File: config.mk
export PLATFORM = sky130hd
export DESIGN_NAME = gdp_gate_drive
export DESIGN_NICKNAME = d
export VERILOG_FILES = /design/src/include/gdp_pkg.sv /design/src/verilog/gdp_gate_drive.sv
export SDC_FILE = /design/constraint.sdc
export NUM_CORES = 1
export LEC_CHECK = 0
export ABC_AREA = 1
export BUFFER_PORTS_ARGS = -buffer_cell sky130_fd_sc_hd__buf_2
export CELL_PAD_IN_SITES_DETAIL_PLACEMENT = 1
export CELL_PAD_IN_SITES_GLOBAL_PLACEMENT = 2
export CORE_ASPECT_RATIO = 1.5
export CORE_MARGIN = 2
export CORE_UTILIZATION = 37
export DETAILED_ROUTE_END_ITERATION = 16
export GPL_TIMING_DRIVEN = 0
export PLACE_DENSITY = 0.9
export SLEW_MARGIN = 5
export SYNTH_ARGS = -nofsm -noshare
export SYNTH_HDL_FRONTEND = slang
export SYNTH_SLANG_ARGS = --single-unit
File: constraint.sdc
create_clock -name ref_clk -period 1.7 [get_ports ref_clk]
set_input_delay 0.17 -clock ref_clk [delete_from_list [all_inputs] [get_ports ref_clk]]
set_output_delay 0.17 -clock ref_clk [all_outputs]
set_load 0.02 [all_outputs]
File: src/include/gdp_pkg.sv
// package for the gate drive protection logic
package gdp_pkg;
   localparam int NUM_PHASES = 3;
   // timing in ns, as figures of the block
   localparam int CLK_PERIOD_NS = 20;
   localparam int DEAD_TIME_NS  = 200;
   localparam int MIN_ON_NS     = 200;
   // least times round up
   localparam int DEAD_CYCLES   = (DEAD_TIME_NS + CLK_PERIOD_NS - 1) / CLK_PERIOD_NS;
   localparam int MIN_ON_CYCLES = (MIN_ON_NS + CLK_PERIOD_NS - 1) / CLK_PERIOD_NS;
   localparam int CNT_W = 8;
   localparam logic [CNT_W-1:0] CNT_RESET = 8'h00;

   // per-phase drive state, gray along off->low/high paths except the off->dead step (00->11)
   typedef enum logic [1:0] {
      GDP_OFF  = 2'b00,
      GDP_LOW  = 2'b01,
      GDP_DEAD = 2'b11,
      GDP_HIGH = 2'b10
   } gdp_drive_e;

   typedef struct packed {
      logic       high_side_command;
      logic       low_side_command_n;
   } gdp_cmd_s;

   typedef struct packed {
      logic [NUM_PHASES-1:0] bootstrap_undervolt_lock;
      logic                  supply_undervolt_lock;
      logic                  regulator_undervolt_lock;
      logic                  over_temperature;
   } gdp_fault_s;

   typedef struct packed {
      gdp_drive_e             drive;
      gdp_drive_e             target;
      logic [CNT_W-1:0]       dead_cnt;
      logic [CNT_W-1:0]       filt_cnt;
      logic [1:0]             cand;
      logic                   gh;
      logic                   gl;
   } gdp_phase_s;

   typedef struct packed {
      gdp_phase_s [NUM_PHASES-1:0] ph;
      logic                        boot_en;
   } gdp_state_s;
endpackage : gdp_pkg

File: src/verilog/gdp_gate_drive.sv
// three-phase gate drive decode, dead time, min on-time and fault gating
// How it works
// enable low clears gates; 1/1 drives high, 0/0 drives low, else off.
// fixed dead time of all-off inserted on every high/low side change.
// command patterns shorter than minimum on-time never reach the gates.
// controller holds commands low after enable to charge bootstrap.
// active faults force affected gates low over the decoded commands.
// supply lockout holds all gates low and disables bootstrap.
// supply lockout hysteresis lives in the comparator input level.
// bootstrap lockout forces only that phase high side low.
// high side returns only when that phase lockout releases.
// regulator lockout forces all gates low, bootstrap disabled.
// over temperature forces all gates low, bootstrap disabled.
// faults independent, take priority; gate released when none remain.
`timescale 1ns/1ps
module gdp_gate_drive
   import gdp_pkg::*;
(
   input  wire logic                  ref_clk,
   input  wire logic                  arst_n,
   input  wire logic                  enable,
   input  wire gdp_cmd_s [NUM_PHASES-1:0] phase_cmd,
   input  wire gdp_fault_s            fault,
   output logic [NUM_PHASES-1:0]      high_side_gate_out,
   output logic [NUM_PHASES-1:0]      low_side_gate_out,
   output logic                       bootstrap_enable
);
   localparam logic [CNT_W-1:0] DEAD_LAST  = CNT_W'(DEAD_CYCLES - 1);
   localparam logic [CNT_W-1:0] MINON_LAST = CNT_W'(MIN_ON_CYCLES - 1);
   localparam logic [CNT_W-1:0] CNT_ONE    = 8'h01;

   // whole block state lives in one register copy
   gdp_state_s                 st_q;
   gdp_state_s                 st_d;
   logic                       global_trip;
   wire logic [NUM_PHASES-1:0] hs_block;
   wire logic [NUM_PHASES-1:0] ls_block;

   // truth table decode
   function automatic gdp_drive_e decode_cmd
   (
      input logic       en,
      input logic [1:0] pat
   );
      gdp_drive_e res;
      res = GDP_OFF;
      if (en)
      begin
         unique case (pat)
            2'b11:   res = GDP_HIGH;
            2'b00:   res = GDP_LOW;
            // split commands mean neither side
            2'b01,
            2'b10:   res = GDP_OFF;
         endcase
      end
      return res;
   endfunction : decode_cmd

   // enable low turns off at once, bypassing the filter
   function automatic gdp_drive_e want_step
   (
      input logic       en,
      input gdp_drive_e target
   );
      gdp_drive_e res;
      res = GDP_OFF;
      if (en)
      begin
         res = target;
      end
      return res;
   endfunction : want_step

   // command pair as one pattern, high side in the upper bit
   function automatic logic [1:0] raw_pattern
   (
      input gdp_cmd_s cmd
   );
      return {cmd.high_side_command, cmd.low_side_command_n};
   endfunction : raw_pattern

   // pattern must stay stable for the minimum on-time
   function automatic gdp_phase_s filter_step
   (
      input gdp_phase_s cur,
      input logic       en,
      input logic [1:0] pat
   );
      gdp_phase_s nxt;
      nxt = cur;
      if (pat != cur.cand)
      begin
         // restart on any change, so a short pulse never counts out
         nxt.cand     = pat;
         nxt.filt_cnt = CNT_RESET;
      end
      else if (cur.filt_cnt != MINON_LAST)
      begin
         nxt.filt_cnt = cur.filt_cnt + CNT_ONE;
      end
      else
      begin
         // pattern held long enough, take it
         nxt.target = decode_cmd(en, cur.cand);
      end
      return nxt;
   endfunction : filter_step

   // all-off gap on every side change
   function automatic gdp_phase_s drive_step
   (
      input gdp_phase_s cur,
      input gdp_drive_e want
   );
      gdp_phase_s nxt;
      nxt = cur;
      unique case (cur.drive)
         GDP_OFF:
         begin
            // off-to-on also waits, covering abutting command edges
            if (want != GDP_OFF)
            begin
               nxt.drive    = GDP_DEAD;
               nxt.dead_cnt = CNT_RESET;
            end
         end
         GDP_DEAD:
         begin
            if (want == GDP_OFF)
            begin
               nxt.drive = GDP_OFF;
            end
            else if (cur.dead_cnt == DEAD_LAST)
            begin
               nxt.drive = want;
            end
            else
            begin
               nxt.dead_cnt = cur.dead_cnt + CNT_ONE;
            end
         end
         GDP_LOW, GDP_HIGH:
         begin
            // any change passes through all-off first
            if (want != cur.drive)
            begin
               nxt.drive = GDP_OFF;
            end
         end
      endcase
      return nxt;
   endfunction : drive_step

   // fault gating over the decode; faults skip filter and dead time
   function automatic gdp_phase_s gate_step
   (
      input gdp_phase_s cur,
      input logic       hs_blk,
      input logic       ls_blk
   );
      gdp_phase_s nxt;
      nxt    = cur;
      nxt.gh = (cur.drive == GDP_HIGH) & ~hs_blk;
      nxt.gl = (cur.drive == GDP_LOW) & ~ls_blk;
      return nxt;
   endfunction : gate_step

   // all-phase trips; each fault input stays independent
   // lock levels arrive with their hysteresis already applied
   assign global_trip = fault.supply_undervolt_lock | fault.regulator_undervolt_lock |
                        fault.over_temperature;

   // per-phase block masks, released only when no fault is left
   for (genvar g = 0; g < NUM_PHASES; g++)
   begin : g_mask
      // bootstrap lock hits only the high side of its phase
      assign hs_block[g] = global_trip | fault.bootstrap_undervolt_lock[g];
      assign ls_block[g] = global_trip;
   end

   always_comb
   begin
      gdp_phase_s ph;
      gdp_drive_e want;
      logic [1:0] raw;
      st_d = st_q;
      ph   = '0;
      want = GDP_OFF;
      raw  = 2'b00;
      // bootstrap held off in global lockout
      st_d.boot_en = ~global_trip;
      for (int i = 0; i < NUM_PHASES; i++)
      begin
         raw        = raw_pattern(phase_cmd[i]);
         want       = want_step(enable, st_q.ph[i].target);
         ph         = filter_step(st_q.ph[i], enable, raw);
         ph         = drive_step(ph, want);
         ph         = gate_step(ph, hs_block[i], ls_block[i]);
         st_d.ph[i] = ph;
      end
   end

   // async clear puts every gate off at once
   always_ff @(posedge ref_clk or negedge arst_n)
   begin
      if (!arst_n)
      begin
         st_q <= '0;
      end
      else
      begin
         st_q <= st_d;
      end
   end

   // outputs come straight from the state flops
   always_comb
   begin
      for (int i = 0; i < NUM_PHASES; i++)
      begin
         high_side_gate_out[i] = st_q.ph[i].gh;
         low_side_gate_out[i]  = st_q.ph[i].gl;
      end
      bootstrap_enable = st_q.boot_en;
   end
endmodule : gdp_gate_drive
==> results.yml <==
detailed_routing:
  viasPerCell: 4.92
  wl_um: 9460
  dr_total_vias: 3527
  antenna_left: 0
  wl_per_cell_um: 13.2
  drt_iter0_drc: 108
  drc_errors: 0
  drtPass1Iterations: 4
floorplanning:
  die_area_mm2: 0.0121
  core_mm2: 0.0110
  die_x_um: 90.4
  core.rowCount: 47
  die_h_um: 134
  initial_core_util: 0.376
  ios: 22
critical_path:
  rr_startpoint: "st_q[23]"
  cp.required_ps: 1950
  critPathLaunch: "st_q[23]"
  crit_slowest_cell: "dfrtp_1"
  critPathCaptureType: "flip-flop"
  cp.arrival_ps: 1830
  critPathLaunchType: "flip-flop"
  cp_cell_sequence: "inv_1 -> ha_1 -> nor2_1 -> nor2_2 -> o21ai_4 -> buf_6 -> o31ai_1"
  critPathKind: "flip-flop to flip-flop"
  critPathMaxFanout: 10
  slowest_delay_ps: 440
synth:
  synth-seq-cells: 73
  async_reset_ff_frac: 1.00
  syn_nets: 564
  yosysMostFrequentCell: "nand2_1"
  avgSynthCellArea_um2: 7.81
  synth_cell_type_count: 31
  yosys-top-cells-area: "dfrtp_1 (44%), nand2_1 (11%), inv_1 (6.5%), ha_1 (5.7%), nand3_1 (5.6%)"
  syn_inst: 530
  synthFlopType: "dfrtp_1"
  yosysTopAreaCell: "dfrtp_1"
  ys_seq_area_frac: 0.441
  synth_area_mm2: 0.00414
  yosysWarningCount: 0
  synth_edf_count: 0
  synthTopCellsByCount: "nand2_1 (116), dfrtp_1 (73), inv_1 (72), nor2_1 (57), nand3_1 (46)"
  yosysTopAreaCellShare: 0.441
clocking:
  clk_pin_slew_ps: 50
  h-tree-depth: 3
  cts-root-buf: "clkbuf_16"
  cts_buffers: 9
  tritoncts: "built"
  clock-sinks: 73
  clock_latency_ps: 340
  clk_path_buf_depth: 2
flow_run:
  drv_cap: 0
sta:
  max-slew-margin-rel: 0.578
  fmax_mhz: 631
  setup_tns_ps: 0
  worst-slew-pin-transition_ps: 628
  hold_violations: 0
  skew_ps: 6.10
  period_needed_ps: 1590
  layout_worst_path_cycle_share: 0.933
  drv_slew: 0
  setup_viol_count_final: 0
placed_design:
  dp_hpwl_um: 7170
  postPlaceCellArea_mm2: 0.00445
  port_buffers: 20
  gp_congestion: 0.798
grt:
  grtUsageTotal: 0.167
  first_global_vias: 3740
  antenna_found_initial: 0
  overflow: 0
  grt_max_degree: 46
  grt_pass1_wl_um: 16600
final_layout:
  diodes: 0
  num-fill-cells: 1389
  seq_area_mm2: 0.00183
  layout-drive-gt1-share: 0.132
  multi_input_area_mm2: 0.00198
  finalNetCount: 599
  area_delta_synth_final_pct: 16.4
  design_area_mm2: 0.00482
run_status:
  status: "complete, no violations"
pwr:
  powerDensity_mw_per_mm2: 980
  p_leak_nw: 2.27
  vdd_drop_max_uv: 609
hold_path:
  worstHoldStart: "phase_cmd[4]"
  hold_class: "input pin to flip-flop"
==> layout make-up <==
type	count	share of cell area
clock inverters	3	0.00831
plain buffers	16	0.0226
clock buffers	13	0.0519
inverters	72	0.0561
well taps	147	0.0382
multi-input cells	369	0.411
flip-flops and latches	73	0.380
repair buffers	24	0.0322
==> cell families (layout without fill, tap and decap cells) <==
logic type / after synthesis / after routing / share of synthesized area
AOI/OAI and AO/OA: 81 / 81 / 0.111
xor gates and xnor gates: 17 / 17 / 0.0360
adders and majority gates: 19 / 19 / 0.0574
buffers and inverters: 88 / 128 / 0.0916
DFF: 73 / 73 / 0.441
and+or+nand+nor: 252 / 252 / 0.263
==> layout by cell type (no fill, tap or decap), drive strengths merged, types with 3 or more instances in the layout <==
cell    netlist  routed
nand3        48      48
inv          72      72
ha           19      19
a21oi        20      20
nor2         60      60
or2           6       6
clkbuf        6      19
o31ai         7       7
xor2         14      14
nor3          9       9
dfrtp        73      73
nand4         7       7
nand2       119     119
buf          10      33
o21ai        47      47
xnor2         3       3
==> sequential cells by signal (all words and copies together), names as in the netlist <==
register and cells:
st_q 66, high_side_gate_out 3, bootstrap_enable 1, low_side_gate_out 3
==> per-stage QoR <==
step	setup slack, ps	cells	hold slack [ps]	util	total power, W
2_1_floorplan	261	530	-126	-	0.00257
3_3_place_gp	-74.2	697	382	0.402	0.00279
3_5_place_dp	0.0386	698	136	0.405	0.00283
4_1_cts	24.6	715	33.6	0.433	0.00475
5_1_grt	-7.46	717	51.7	0.438	0.00500
6_report	115	717	36.3	0.438	0.00472
==> where the power goes <==
| group | leakage, nW | internal, W | switching (W) |
|---|---|---|---|
| clock network | 0.144 | 0.00117 | 0.000700 |
| registers | 0.959 | 0.00184 | 0.000123 |
| logic | 1.17 | 0.000320 | 0.000566 |
==> routing by layer <==
metal,share of wire,wire [um],up-vias,GRT usage
li1,-,-,1768,-
met1,0.41,3910,1718,0.184
met2,0.55,5180,30,0.320
met3,0.025,232,11,0.0322
met4,0.014,137,0,0.0513
met5,0,0,-,0
==> repair_timing <==
action | CTS | global route
buffers inserted | 0 | 2
setup endpoints to repair | 1 | 24
hold endpoints to repair | 28 | 0
hold buffers | 1 | 0
gates resized for setup | 1 | 14
pin swaps | 0 | 1
==> critical path: cells and delay by family, from the launching register on <==
| family | cells | cell delay, ps |
|---|---|---|
| flops | 1 | 440 |
| fa+ha+maj | 1 | 250 |
| compound gates | 2 | 280 |
| buf+inv | 2 | 270 |
| simple gates | 2 | 260 |
==> final timing paths <==
check,slack [ps],to,depth (start not counted)
worst max-delay path,110,st_q[17],7
worst min-delay path,40,st_q[51],2
worst max register to register,110,st_q[17],7
worst min register to register,520,st_q[10],1
max in group asynchronous,820,st_q[71],3
min in group asynchronous,310,st_q[19],2
(Power assumes the default switching activity.)
